### src/common/slt_params.svh
// Purpose: Offsets, field positions, reset values and timing counts of the LSB insert block.
// Assumes: Byte addresses on a 32-bit APB bus, one aligned word per register.
// Notes:   Definitions only; included by bare name.
`ifndef SLT_PARAMS_SVH
`define SLT_PARAMS_SVH

// ----------------------------------------------------------------------------
// Register offsets.
// ----------------------------------------------------------------------------
`define SLT_OFS_LSB_CTRL   12'h160
`define SLT_OFS_CFG        12'h164
`define SLT_OFS_STATUS     12'h168

// ----------------------------------------------------------------------------
// Field positions and reset values.
// ----------------------------------------------------------------------------
`define SLT_CTRL_TS_EN     0
`define SLT_CTRL_RESET     8'h00
`define SLT_CFG_RX_EN      0
`define SLT_CFG_CAL_EN     1
`define SLT_CFG_DECIM_ONE  2
`define SLT_CFG_MODE_12    3
`define SLT_CFG_RESET      8'h0C

// ----------------------------------------------------------------------------
// Timing: extra delay cycles after the two-stage synchroniser; FIFO depth and ready fill mark.
// ----------------------------------------------------------------------------
`define SLT_TS_LINE        3
`define SLT_FIFO_DEPTH     8
`define SLT_FIFO_LOW_MARK  4'h5

`endif

### src/common/slt_pkg.sv
// Purpose: Types shared by the LSB insert block.
// Assumes: 12-bit samples; 8-bit modes use the upper eight bits.
// Notes:   Constants live in slt_params.svh.
package slt_pkg;

  // --------------------------------------------------------------------------
  // Sample word carried from the stage into the FIFO.
  // --------------------------------------------------------------------------
  typedef logic [11:0] slt_sample_type;

  // APB answer group.
  typedef struct packed {
    logic        ready;
    logic [31:0] rdata;
    logic        slverr;
  } slt_apb_rsp_type;

endpackage

### src/logic/slt_top.sv
// Purpose: Replaces the sample LSB with a latency-matched timestamp or calibration bit.
// Assumes: Samples and cal state are on clk_i; timestamp pin is asynchronous.
// Notes:   Processed samples pass an 8-word FIFO toward the link framer.
`timescale 1ns/10ps
`include "slt_params.svh"

// ----------------------------------------------------------------------------
// Synchronous FIFO with valid and ready on both sides.
// ----------------------------------------------------------------------------
module slt_fifo #(
  parameter int WIDTH = 12,  // Word width.
  parameter int DEPTH = 8    // Entries, power of two.
) (
  input  wire logic             clk_i,     // Clock.
  input  wire logic             srst_i,    // Synchronous reset, active high.
  input  wire logic             s_valid_i, // Write request.
  output logic                  s_ready_o, // Room for a word.
  input  wire logic [WIDTH-1:0] s_data_i,  // Write word.
  output logic                  m_valid_o, // Word available.
  input  wire logic             m_ready_i, // Reader takes word.
  output logic [WIDTH-1:0]      m_data_o,  // Read word.
  output logic [$clog2(DEPTH):0] count_o   // Fill level.
);
  localparam int AW = $clog2(DEPTH);

  // Pointer and count state in one struct; the storage array stands apart.
  typedef struct packed {
    logic [AW-1:0] wr;   // Write pointer.
    logic [AW-1:0] rd;   // Read pointer.
    logic [AW:0]   cnt;  // Occupancy.
  } slt_fifo_st_type;

  slt_fifo_st_type  st_q;              // Registered pointers.
  slt_fifo_st_type  st_d;              // Next pointers.
  logic [WIDTH-1:0] mem [DEPTH];       // Storage array.
  logic             push;              // Accepted write.
  logic             pop;               // Accepted read.

  // Full exactly when the count reaches the depth.
  assign s_ready_o = (st_q.cnt != (AW+1)'(DEPTH));
  assign m_valid_o = (st_q.cnt != '0);
  assign m_data_o  = mem[st_q.rd];
  assign count_o   = st_q.cnt;
  assign push      = s_valid_i & s_ready_o;
  assign pop       = m_valid_o & m_ready_i;

  // Pointer and count update; full and empty follow the count exactly.
  always_comb begin
    st_d = st_q;
    if (push) begin
      st_d.wr = st_q.wr + AW'(1);
    end
    if (pop) begin
      st_d.rd = st_q.rd + AW'(1);
    end
    st_d.cnt = st_q.cnt + (AW+1)'(push) - (AW+1)'(pop);
  end

  // Pointer registers and storage writes.
  always_ff @(posedge clk_i) begin
    if (srst_i) begin
      st_q <= '0;
    end else begin
      st_q <= st_d;
    end
    if (push) begin
      mem[st_q.wr] <= s_data_i;
    end
  end
endmodule

// ----------------------------------------------------------------------------
// Top: APB registers, timestamp alignment, LSB insertion, output FIFO.
// ----------------------------------------------------------------------------
module slt_top (
  input  wire logic        clk_i,          // Output sample clock, 100 MHz.
  input  wire logic        srst_i,         // Synchronous reset, active high.
  input  wire logic        psel,           // APB select.
  input  wire logic        penable,        // APB access phase.
  input  wire logic        pwrite,         // APB direction, high for write.
  input  wire logic [11:0] paddr,          // APB byte address.
  input  wire logic [31:0] pwdata,         // APB write data.
  output logic             pready,         // APB ready, registered.
  output logic [31:0]      prdata,         // APB read data, registered.
  output logic             pslverr,        // APB error on unmapped address.
  input  wire logic        timestamp_i,    // Asynchronous timestamp pin.
  input  wire logic        cal_state_i,    // Calibration state bit, same clock.
  input  wire logic        sample_valid_i, // Converter sample present.
  output logic             sample_ready_o, // Block can take a sample.
  input  wire logic [11:0] sample_data_i,  // Converter sample, full resolution.
  output logic             out_valid_o,    // Processed sample available.
  input  wire logic        out_ready_i,    // Framer takes processed sample.
  output logic [11:0]      out_data_o,     // Processed sample.
  output logic             ila_cs_o        // Control-bit count for lane alignment.
);

  // --------------------------------------------------------------------------
  // Block state.
  // --------------------------------------------------------------------------
  typedef struct packed {
    logic [7:0]               ctrl;    // Control register, timestamp enable in bit 0.
    logic [7:0]               cfg;     // Receiver, cal, decimation and width settings.
    logic                     meta1;   // Synchroniser first stage.
    logic                     meta2;   // Synchroniser second stage.
    logic [`SLT_TS_LINE-1:0]  line;    // Latency-matching delay line.
    logic                     stg_vld; // Stage holds a word.
    slt_pkg::slt_sample_type  stg;     // Processed word.
    logic                     in_rdy;  // Registered sample ready.
    slt_pkg::slt_apb_rsp_type rsp;     // APB answer.
    logic                     ila_cs;  // Advertised control-bit count.
  } slt_st_type;

  slt_st_type              st_q;        // Registered state.
  slt_st_type              st_d;        // Next state.
  logic                    ts_aligned;  // Timestamp aligned to the sample.
  logic                    ts_active;   // Timestamp insertion in force.
  logic                    cal_active;  // Calibration insertion in force.
  logic                    take;        // Sample accepted this cycle.
  logic                    fifo_rdy;    // FIFO has room.
  logic [3:0]              fifo_cnt;    // FIFO fill level.
  logic                    ctrl_bit;    // Bit placed in the LSB.
  logic                    wr_acc;      // APB write completes.
  slt_pkg::slt_sample_type word;        // Sample after insertion.

  assign ts_aligned = st_q.line[`SLT_TS_LINE-1];
  // Decimation other than one disables timestamp insertion; calibration insertion still applies.
  assign ts_active  = st_q.ctrl[`SLT_CTRL_TS_EN] & st_q.cfg[`SLT_CFG_DECIM_ONE];
  assign cal_active = st_q.cfg[`SLT_CFG_CAL_EN];
  // Timestamp takes priority over calibration state.
  assign ctrl_bit   = ts_active ? ts_aligned : cal_state_i;
  assign take       = sample_valid_i & st_q.in_rdy;
  assign wr_acc     = psel & penable & pwrite & st_q.rsp.ready;

  // --------------------------------------------------------------------------
  // LSB insertion for both widths.
  // --------------------------------------------------------------------------
  // The 8-bit mode keeps the upper eight converter bits in the low byte.
  always_comb begin
    word = sample_data_i;
    if (!st_q.cfg[`SLT_CFG_MODE_12]) begin
      word = {4'h0, sample_data_i[11:4]};
    end
    if (ts_active || cal_active) begin
      word[0] = ctrl_bit;
    end
  end

  // --------------------------------------------------------------------------
  // Next-state logic.
  // --------------------------------------------------------------------------
  always_comb begin
    st_d = st_q;
    // The pin passes two bare flip-flops before any gate reads it, so a
    // metastable first stage never fans out into logic.
    st_d.meta1 = timestamp_i;
    st_d.meta2 = st_q.meta1;
    // The receiver enable gates the synchronised pin; when it is off a
    // steady zero reaches the samples.
    // Two sync stages plus this line equal the sample's own latency.
    st_d.line = {st_q.line[`SLT_TS_LINE-2:0], st_q.meta2 & st_q.cfg[`SLT_CFG_RX_EN]};
    // Stage drains into the FIFO, then reloads from an accepted sample.
    if (st_q.stg_vld && fifo_rdy) begin
      st_d.stg_vld = 1'b0;
    end
    if (take) begin
      st_d.stg_vld = 1'b1;
      st_d.stg     = word;
    end
    // Ready is issued only with room for stage and in-flight words.
    st_d.in_rdy = (fifo_cnt <= `SLT_FIFO_LOW_MARK) && !(st_q.stg_vld && !fifo_rdy);
    // Lane alignment never advertises the inserted control bit.
    st_d.ila_cs = 1'b0;
    // APB: setup cycle prepares the answer, access cycle completes it.
    st_d.rsp.ready = 1'b0;
    if (psel && !penable) begin
      st_d.rsp.ready  = 1'b1;
      st_d.rsp.slverr = 1'b0;
      case (paddr)
        `SLT_OFS_LSB_CTRL: begin
          st_d.rsp.rdata = {24'h000000, st_q.ctrl};
        end
        `SLT_OFS_CFG: begin
          st_d.rsp.rdata = {24'h000000, st_q.cfg};
        end
        `SLT_OFS_STATUS: begin
          st_d.rsp.rdata = {26'h0, fifo_cnt, st_q.stg_vld, ts_aligned};
        end
        default: begin
          st_d.rsp.rdata  = 32'h00000000;
          st_d.rsp.slverr = 1'b1;
        end
      endcase
    end
    // Reserved control bits are stored and read back as written.
    if (wr_acc) begin
      case (paddr)
        `SLT_OFS_LSB_CTRL: begin
          st_d.ctrl = pwdata[7:0];
        end
        `SLT_OFS_CFG: begin
          st_d.cfg = pwdata[7:0];
        end
        default: begin
          st_d.ctrl = st_q.ctrl;
        end
      endcase
    end
  end

  // State register; control starts with insertion disabled.
  always_ff @(posedge clk_i) begin
    if (srst_i) begin
      st_q      <= '0;
      st_q.ctrl <= `SLT_CTRL_RESET;
      st_q.cfg  <= `SLT_CFG_RESET;
    end else begin
      st_q <= st_d;
    end
  end

  // --------------------------------------------------------------------------
  // Output buffer toward the framer.
  // --------------------------------------------------------------------------
  slt_fifo #(
    .WIDTH (12),
    .DEPTH (`SLT_FIFO_DEPTH)
  ) u_fifo (
    .clk_i     (clk_i),
    .srst_i    (srst_i),
    .s_valid_i (st_q.stg_vld),
    .s_ready_o (fifo_rdy),
    .s_data_i  (st_q.stg),
    .m_valid_o (out_valid_o),
    .m_ready_i (out_ready_i),
    .m_data_o  (out_data_o),
    .count_o   (fifo_cnt)
  );

  assign pready         = st_q.rsp.ready;
  assign prdata         = st_q.rsp.rdata;
  assign pslverr        = st_q.rsp.slverr;
  assign sample_ready_o = st_q.in_rdy;
  assign ila_cs_o       = st_q.ila_cs;

  // --------------------------------------------------------------------------
  // Checks.
  // --------------------------------------------------------------------------
  property p_ts_lsb;
    @(posedge clk_i) disable iff (srst_i)
      take && ts_active |=> st_q.stg[0] == $past(ts_aligned);
  endproperty
  a_ts_lsb: assert property (p_ts_lsb) else $error("Timestamp missing in LSB.");

  property p_decim;
    @(posedge clk_i) disable iff (srst_i)
      take && !st_q.cfg[`SLT_CFG_DECIM_ONE] && !cal_active
        |=> st_q.stg[0] == ($past(st_q.cfg[`SLT_CFG_MODE_12]) ? $past(sample_data_i[0])
                                                            : $past(sample_data_i[4]));
  endproperty
  a_decim: assert property (p_decim) else $error("LSB altered without bypass.");

  property p_prio;
    @(posedge clk_i) disable iff (srst_i)
      take && ts_active && cal_active && (ts_aligned != cal_state_i)
        |=> st_q.stg[0] != $past(cal_state_i);
  endproperty
  a_prio: assert property (p_prio) else $error("Cal state beat timestamp.");

  property p_align;
    @(posedge clk_i) disable iff (srst_i)
      !srst_i [*5]
        |=> ts_aligned == ($past(timestamp_i, 5) & $past(st_q.cfg[`SLT_CFG_RX_EN], 3));
  endproperty
  a_align: assert property (p_align) else $error("Timestamp latency mismatch.");

  property p_w8;
    @(posedge clk_i) disable iff (srst_i)
      take && !st_q.cfg[`SLT_CFG_MODE_12]
        |=> st_q.stg[11:1] == {4'h0, $past(sample_data_i[11:5])};
  endproperty
  a_w8: assert property (p_w8) else $error("8-bit sample data wrong.");

  property p_w12;
    @(posedge clk_i) disable iff (srst_i)
      take && st_q.cfg[`SLT_CFG_MODE_12]
        |=> st_q.stg[11:1] == $past(sample_data_i[11:1]);
  endproperty
  a_w12: assert property (p_w12) else $error("12-bit sample data wrong.");

  property p_ila;
    @(posedge clk_i) disable iff (srst_i)
      st_q.ctrl[`SLT_CTRL_TS_EN] |-> ##1 (ila_cs_o == 1'b0) [*2];
  endproperty
  a_ila: assert property (p_ila) else $error("Control bit advertised.");

  property p_rst;
    @(posedge clk_i)
      srst_i |=> st_q.ctrl == `SLT_CTRL_RESET && !ts_active;
  endproperty
  a_rst: assert property (p_rst) else $error("Control not cleared by reset.");

  property p_pass;
    @(posedge clk_i) disable iff (srst_i)
      take && !ts_active && !cal_active && st_q.cfg[`SLT_CFG_MODE_12]
        |=> st_q.stg == $past(sample_data_i);
  endproperty
  a_pass: assert property (p_pass) else $error("Sample not passed unchanged.");

  // A write to the control register must land at the completing edge.
  property p_wr_ctrl;
    @(posedge clk_i) disable iff (srst_i)
      wr_acc && paddr == `SLT_OFS_LSB_CTRL |=> st_q.ctrl == $past(pwdata[7:0]);
  endproperty
  a_wr_ctrl: assert property (p_wr_ctrl) else $error("Control write lost.");

  property p_rdy_one;
    @(posedge clk_i) disable iff (srst_i)
      pready |=> !pready;
  endproperty
  a_rdy_one: assert property (p_rdy_one) else $error("Ready held past one cycle.");

  property p_no_ovr;
    @(posedge clk_i) disable iff (srst_i)
      take |-> !(st_q.stg_vld && !fifo_rdy);
  endproperty
  a_no_ovr: assert property (p_no_ovr) else $error("Sample overwrote a stalled stage.");

endmodule

### config.mk
export PLATFORM = sky130hd
export DESIGN_NAME = slt_top
export DESIGN_NICKNAME = d
export VERILOG_FILES = /design/src/common/slt_pkg.sv /design/src/logic/slt_top.sv
export VERILOG_INCLUDE_DIRS = /design/src /design/src/common
export SDC_FILE = /design/constraint.sdc
export NUM_CORES = 1
export LEC_CHECK = 0
export ABC_AREA = 1
export BUFFER_PORTS_ARGS = -buffer_cell sky130_fd_sc_hd__buf_2
export CAP_MARGIN = 20
export CORE_ASPECT_RATIO = 1.75
export CORE_MARGIN = 2
export CORE_UTILIZATION = 45
export CTS_CLUSTER_DIAMETER = 150
export DETAILED_ROUTE_END_ITERATION = 10
export PLACE_DENSITY_LB_ADDON = 0.12
export SLEW_MARGIN = 5
export SYNTH_ARGS = -nofsm -noshare
export SYNTH_HDL_FRONTEND = slang
export SYNTH_SLANG_ARGS = --single-unit
export TNS_END_PERCENT = 1
### constraint.sdc
create_clock -name clk_i -period 1.75 [get_ports clk_i]
set_input_delay 0.4375 -clock clk_i [delete_from_list [all_inputs] [get_ports clk_i]]
set_output_delay 0.4375 -clock clk_i [all_outputs]
set_load 0.02 [all_outputs]
==> impl_metrics.json, run 1 <==
{
  "antenna_found_initial": 0,
  "cap_violations": 0,
  "async_flop_share": 0,
  "dp_slack_ns": -0.155,
  "hold_start": "timestamp_i",
  "synthAdderAreaFrac": 0.0181,
  "layout-drive-gt1-share": 0.277,
  "port_buffers": 64,
  "synth_compound_area_frac": 0.0863,
  "hold_buffers": 0,
  "ios": 114,
  "die_y_um": 165,
  "numCtsBuffers": 17,
  "clockBufferDepth": 2,
  "fillers": 1264,
  "whs_ns": 0.219,
  "yosysMostFrequentCell": "nor2_1",
  "synth_top_family_by_area": "simple AND/OR/NAND/NOR gates",
  "fin_skew_ns": 0.00725,
  "cts-htree-levels": 4,
  "path_max_fanout": 6,
  "wirelength_um": 16100,
  "dp_hpwl_um": 10700,
  "critical_path_class": "flip-flop to output port",
  "rsz0062_at_grt": "yes",
  "avgRoutedWirePerCell_um": 16.3,
  "root_buffer": "clkbuf_16",
  "drc": 0,
  "tns_ns": -4.31,
  "grt_pass1_vias": 4966,
  "dr.pass1.iters": 4,
  "yosys-top-cells-count": "133 x nor2_1, 132 x nand2_1, 96 x edfxtp_1",
  "cp.required_ns": 1.31,
  "grt-ovfl-total": 0,
  "r2r-start": "u_fifo.count_o[2]",
  "status": "complete, but fails checks",
  "grt_max_degree": 49,
  "die_w_um": 95.8,
  "seq_area_sq_um": 4050,
  "fmax_mhz": 469,
  "synthSimpleGateAreaFrac": 0.198,
  "synth_top_area_share": 0.434,
  "syn-mean-instance-area_sq_um": 9.64,
  "min_delay_path_depth": 3,
  "peakVddDrop_v": 0.000801,
  "layout_setup_ws_ns": -0.383,
  "cp.arrival_ns": 1.70,
  "syn_inst": 689,
  "hold_viol_final": 0,
  "multiInputGateArea_sq_um": 2340,
  "synth.largest_area_cell": "edfxtp_1",
  "endpoint_kind": "output port",
  "hold_end": "st_d[52]",
  "final_nets": 869,
  "timing.final.crit_period_ns": 2.13,
  "syn_to_final_growth_pct": 27.7,
  "start_util": 0.460,
  "worstReg2RegEnd": "u_fifo.count_o[1]",
  "ys_seq_elements": 154,
  "cts_tree": "yes",
  "synth_xor_area_frac": 0.00132,
  "finalSetupViolCount": 15,
  "diodes": 0,
  "ys_seq_area_frac": 0.609,
  "vias_per_cell": 5.10,
  "core_area_sq_um": 14400,
  "synth_ff_type": "edfxtp_1",
  "violations": "setup timing",
  "clk_pin_slew_ns": 0.06,
  "drt.antenna.violating_nets": 0,
  "track_usage": 0.207,
  "syn_area_sq_um": 6640,
  "gp_congestion": 0.886,
  "synth-edff-count": 96,
  "dr_total_vias": 5034,
  "clock_latency_ns": 0.42,
  "crit_path_start_kind": "flip-flop",
  "drt_first_iter_violations": 272,
  "die_area_sq_um": 15800,
  "reg2reg_slack_ns": -0.05,
  "synthMuxAreaShare": 0,
  "power_leakage_nw": 3.50,
  "rows": 58,
  "hold_class": "input pin to flip-flop",
  "synth_area_leaders": "edfxtp_1 43%, dfxtp_1 17%, nor2_1 7.5%",
  "cts_sinks": 154,
  "drv_slew": 0,
  "rr_worst_depth": 11,
  "period_share": 1.22,
  "synth_cell_types": 32,
  "p_per_area_nw_per_um2": 1320,
  "synth_warnings": 0,
  "grt_pass1_wl_um": 24400
}
-- state kept, by name, indices dropped and copies added (netlist names), named ones only --
| signal | count |
|---|---|
| u_fifo.mem | 96 |
| st_q | 30 |
| prdata | 8 |
| u_fifo.st_q | 6 |
| u_fifo.count_o | 4 |
| st_d | 3 |
| cal_active | 1 |
| pready | 1 |
| pslverr | 1 |
| sample_ready_o | 1 |
-- per-stage QoR --
step	instances	power, mW	util	area, sq um
detailed placement	948	6.86	0.514	7430
global placement	948	6.77	0.514	7430
finish	988	11.2	0.588	8480
global route	988	11.7	0.588	8480
floorplan	713	5.90	-	6760
CTS	987	11.1	0.579	8360
-- worst max-delay path: stages, from the launching register on --
cell     delay (ns)
dfxtp_4        0.42
buf_8          0.17
buf_12         0.13
nor2_1         0.06
o32ai_2        0.21
nand2_1        0.10
nand2_2        0.08
buf_6          0.11
-- cells by family (layout without fill, tap and decap cells) --
logic type               Yosys count  count (layout)
AO/OA/AOI/OAI                     91              91
XOR/XNOR                           1               1
adder cells (fa/ha/maj)            9               9
buffers and inverters            115             210
flip-flops                       154             154
other                              1              25
AND/OR/NAND/NOR                  318             318
-- cells in the final DEF (no fill, tap or decap), drive strengths merged, types with 4 or more instances in the layout --
cell,Yosys,final
dfxtp,58,58
buf,47,125
a21oi,23,23
o32ai,24,24
o21ai,33,33
clkbuf,16,18
edfxtp,96,96
inv,51,59
nand4,4,4
nand2,132,132
conb,1,25
nand3,42,42
o211ai,8,8
clkinv,1,5
ha,8,8
nor2,138,138
-- where the power goes --
part / switching (mW) / total, mW / internal [mW]
combinational: 1.78 / 3.33 / 1.55
sequential: 0.198 / 4.29 / 4.09
clock: 1.57 / 3.59 / 2.02
-- worst max-delay path by stage --
stage / slack [ns] / to
after floorplan: -0.11 / u_fifo.mem[0][0]
after global placement: -0.07 / out_data_o[7]
after detailed placement: -0.16 / out_data_o[6]
after CTS: -0.40 / out_data_o[6]
after global routing: -0.49 / out_data_o[3]
final: -0.38 / out_data_o[2]
-- area by class of cell --
cell class                 instances  share of cell area
clock inverter                    15              0.0184
clock buffer                      17              0.0501
inverter                          52              0.0239
timing repair buffer             126               0.128
multi-input combinational        444               0.276
tap                              180              0.0265
sequential                       154               0.478
-- routing by layer --
metal  vias up  wire length [um]  GRT usage
li1       2479                 -          -
met1      2413              5810      0.214
met2       130              9390      0.396
met3        12               683     0.0474
met4         0               257     0.0721
met5         -                 0          0
-- timing repair --
item | in CTS | in global routing
gates cloned | 4 | 1
resized for setup | 75 | 26
endpoints found under the setup margin | 53 | 107
pin swaps | 32 | 5
buffers inserted | 3 | 0
No activity file was read; power rests on OpenSTA's default activity.
==> inputs of run 2 (changes only) <==
--- a/config.mk
+++ b/config.mk
@@ -6,9 +6,7 @@
 export SDC_FILE = /design/constraint.sdc
 export NUM_CORES = 1
 export LEC_CHECK = 0
-export ABC_AREA = 1
 export BUFFER_PORTS_ARGS = -buffer_cell sky130_fd_sc_hd__buf_2
-export CAP_MARGIN = 20
 export CORE_ASPECT_RATIO = 1.75
 export CORE_MARGIN = 2
 export CORE_UTILIZATION = 45
==> run 2 against run 1 <==
Net effect:
- the flow still finishes with violations (setup timing)
- highest routed layer unchanged
- largest cell class unchanged
- via count fell by 26%
- critical path depth fell by 2
- total power fell by 7.0%
- sequential power barely moved
- cell count fell by 27%
- synthesized cell count fell by 36%
- non-clock buffer count fell by 28
==> impl_metrics.json, run 2 <==
{
  "syn-mean-instance-area_sq_um": 14.6,
  "cts_sinks": 154,
  "grt_pass1_wl_um": 20700,
  "timing.final.crit_period_ns": 2.43,
  "cp_slowest_cell": "mux4_2",
  "tns_ns": -12.21,
  "crit_path_start_kind": "flip-flop",
  "numCtsBuffers": 17,
  "rsz0062_at_grt": "yes",
  "die_y_um": 163,
  "fin_util": 0.557,
  "final_nets": 604,
  "ys_seq_elements": 154,
  "drv_slew": 0,
  "yosys-top-cells-count": "96 x edfxtp_1, 58 x dfxtp_1, 51 x nor2_1",
  "dp_hpwl_um": 8490,
  "slowest_delay_ns": 0.51,
  "fillers": 1218,
  "path_cells": "buf_12, buf_16, mux4_2, mux2_4, buf_6",
  "synth_ff_type": "edfxtp_1",
  "rr_worst_depth": 6,
  "endpoint": "out_data_o[10]",
  "yosysMostFrequentCell": "edfxtp_1",
  "placed_area_sq_um": 7160,
  "hold_viol_final": 0,
  "die_area_sq_um": 15500,
  "syn_to_final_growth_pct": 21.9,
  "status": "complete, but fails checks",
  "async_flop_share": 0,
  "r2r-start": "u_fifo.count_o[2]",
  "largest_reg_flops": 96,
  "port_buffers": 64,
  "final_common_cell": "edfxtp_1",
  "grt-ovfl-total": 0,
  "grt_pass1_vias": 3837,
  "clk_pin_slew_ns": 0.06,
  "clockBufferDepth": 2,
  "cp.arrival_ns": 1.99,
  "synth-edff-count": 96,
  "fmax_mhz": 411,
  "cts_tree": "yes",
  "worstReg2RegEnd": "u_fifo.mem[2][4]",
  "drt_first_iter_violations": 191,
  "drc": 0,
  "syn_area_sq_um": 6500,
  "wirelength_um": 13000,
  "endpoint_kind": "output port",
  "dp.cells": 686,
  "dr.pass1.iters": 4,
  "finalInstanceArea_sq_um": 7920,
  "gp_congestion": 0.832,
  "path_max_fanout": 6,
  "hold_class": "input pin to flip-flop",
  "drt.antenna.violating_nets": 0,
  "synth.largest_area_cell": "edfxtp_1",
  "final_cell_mix": "96 x edfxtp_1, 55 x dfxtp_1, 51 x buf_2, 48 x nor2_1, 31 x mux2i_1",
  "core_area_sq_um": 14200,
  "rows": 58,
  "clock_latency_ns": 0.42,
  "ios": 114,
  "synth_area_leaders": "edfxtp_1 44%, dfxtp_1 18%, mux4_1 8.5%",
  "reg2reg_slack_ns": -0.13,
  "fin_cells": 723,
  "p_per_area_nw_per_um2": 1320,
  "die_w_um": 94.8,
  "synth_warnings": 0,
  "ys_seq_area_frac": 0.622,
  "track_usage": 0.183,
  "grt_max_degree": 25,
  "diodes": 0,
  "antenna_found_initial": 0,
  "peakVddDrop_v": 0.000734,
  "cts-htree-levels": 4,
  "avgRoutedWirePerCell_um": 17.9,
  "layout-drive-gt1-share": 0.357,
  "vias_per_cell": 5.12,
  "critical_path_class": "flip-flop to output port",
  "dr_total_vias": 3700,
  "period_share": 1.39,
  "synth_top_area_share": 0.444,
  "regMostFlops": "u_fifo.mem",
  "power_leakage_nw": 3.08,
  "cp.required_ns": 1.31,
  "root_buffer": "clkbuf_16",
  "start_util": 0.457,
  "cap_violations": 0,
  "fin_skew_ns": 0.00761,
  "syn_inst": 444,
  "layout_setup_ws_ns": -0.682,
  "synth_cell_types": 44,
  "finalSetupViolCount": 54,
  "violations": "setup timing"
}
-- run 2: changes by cell type after synthesis, sizes merged, moves of 8 or more --
cell and delta:
inv -42, o32ai -24, mux4 +24, nor2 -87, a22oi +8, mux2 +12, o211ai -8, nand3 -31
mux2i +31, a21oi -13, nand2 -116, a211oi +8, o21ai -31
-- run 2: metrics by stage --
stage | hold WS, ns | worst slack, ns | power [mW]
3_3_place_gp | 0.421 | -0.272 | 6.32
6_report | 0.230 | -0.682 | 10.4
5_1_grt | 0.224 | -0.736 | 10.9
2_1_floorplan | 0.402 | -0.200 | 5.78
4_1_cts | 0.215 | -0.717 | 10.6
3_5_place_dp | 0.421 | -0.287 | 6.36
-- run 2: layout make-up --
class	instances	area, sq um	share of cell area
clock buffer	17	425	0.0537
clock inverter	15	139	0.0175
inverter	9	36.3	0.00458
multi-input combinational	250	2200	0.277
sequential	154	4050	0.511
tap	180	225	0.0284
timing repair buffer	98	850	0.107
-- run 2: worst min path at each step --
stage	from	to	slack (ns)	cells after the start
2_1_floorplan	st_q[52]	st_d[50]	0.40	2
3_5_place_dp	st_q[52]	st_d[50]	0.42	2
3_3_place_gp	st_q[52]	st_d[50]	0.42	2
4_1_cts	timestamp_i	st_d[52]	0.21	2
5_1_grt	timestamp_i	st_d[52]	0.22	2
6_report	timestamp_i	st_d[52]	0.23	2
-- run 2: layer usage --
layer	wire length, um	track usage	vias to the layer above
met2	7250	0.321	82
li1	-	-	1769
met3	515	0.0463	20
met4	270	0.0685	0
met5	0	0	-
met1	4930	0.212	1829
-- run 2: kinds of logic after synthesis --
| group | Yosys count | share of synthesized area |
|---|---|---|
| compound gates | 39 | 0.0422 |
| buf+inv | 64 | 0.0608 |
| flops | 154 | 0.622 |
| fa+ha+maj | 9 | 0.0185 |
| other cells | 1 | 0.000577 |
| mux | 67 | 0.164 |
| simple gates | 105 | 0.0851 |
| xor+xnor | 5 | 0.00674 |
-- run 2: critical path, delay by kind of cell (launching register included) --
kind | cells | cell delay (ns)
muxes | 2 | 0.79
buffers and inverters | 3 | 0.39
DFF | 1 | 0.40
-- run 2: where the power goes --
group,switching (mW),internal [mW]
Sequential,0.198,4.09
Clock,1.50,1.98
Combinational,1.16,1.51
-- run 2: repair_timing --
item                                   4_1_cts  5_1_grt
gates cloned                                 3        0
setup buffers                                3        0
setup endpoints to repair                  112      112
hold buffers                                 0        0
endpoints found under the hold margin        0        0
pin swaps                                    7        0
gates resized for setup                     68        6
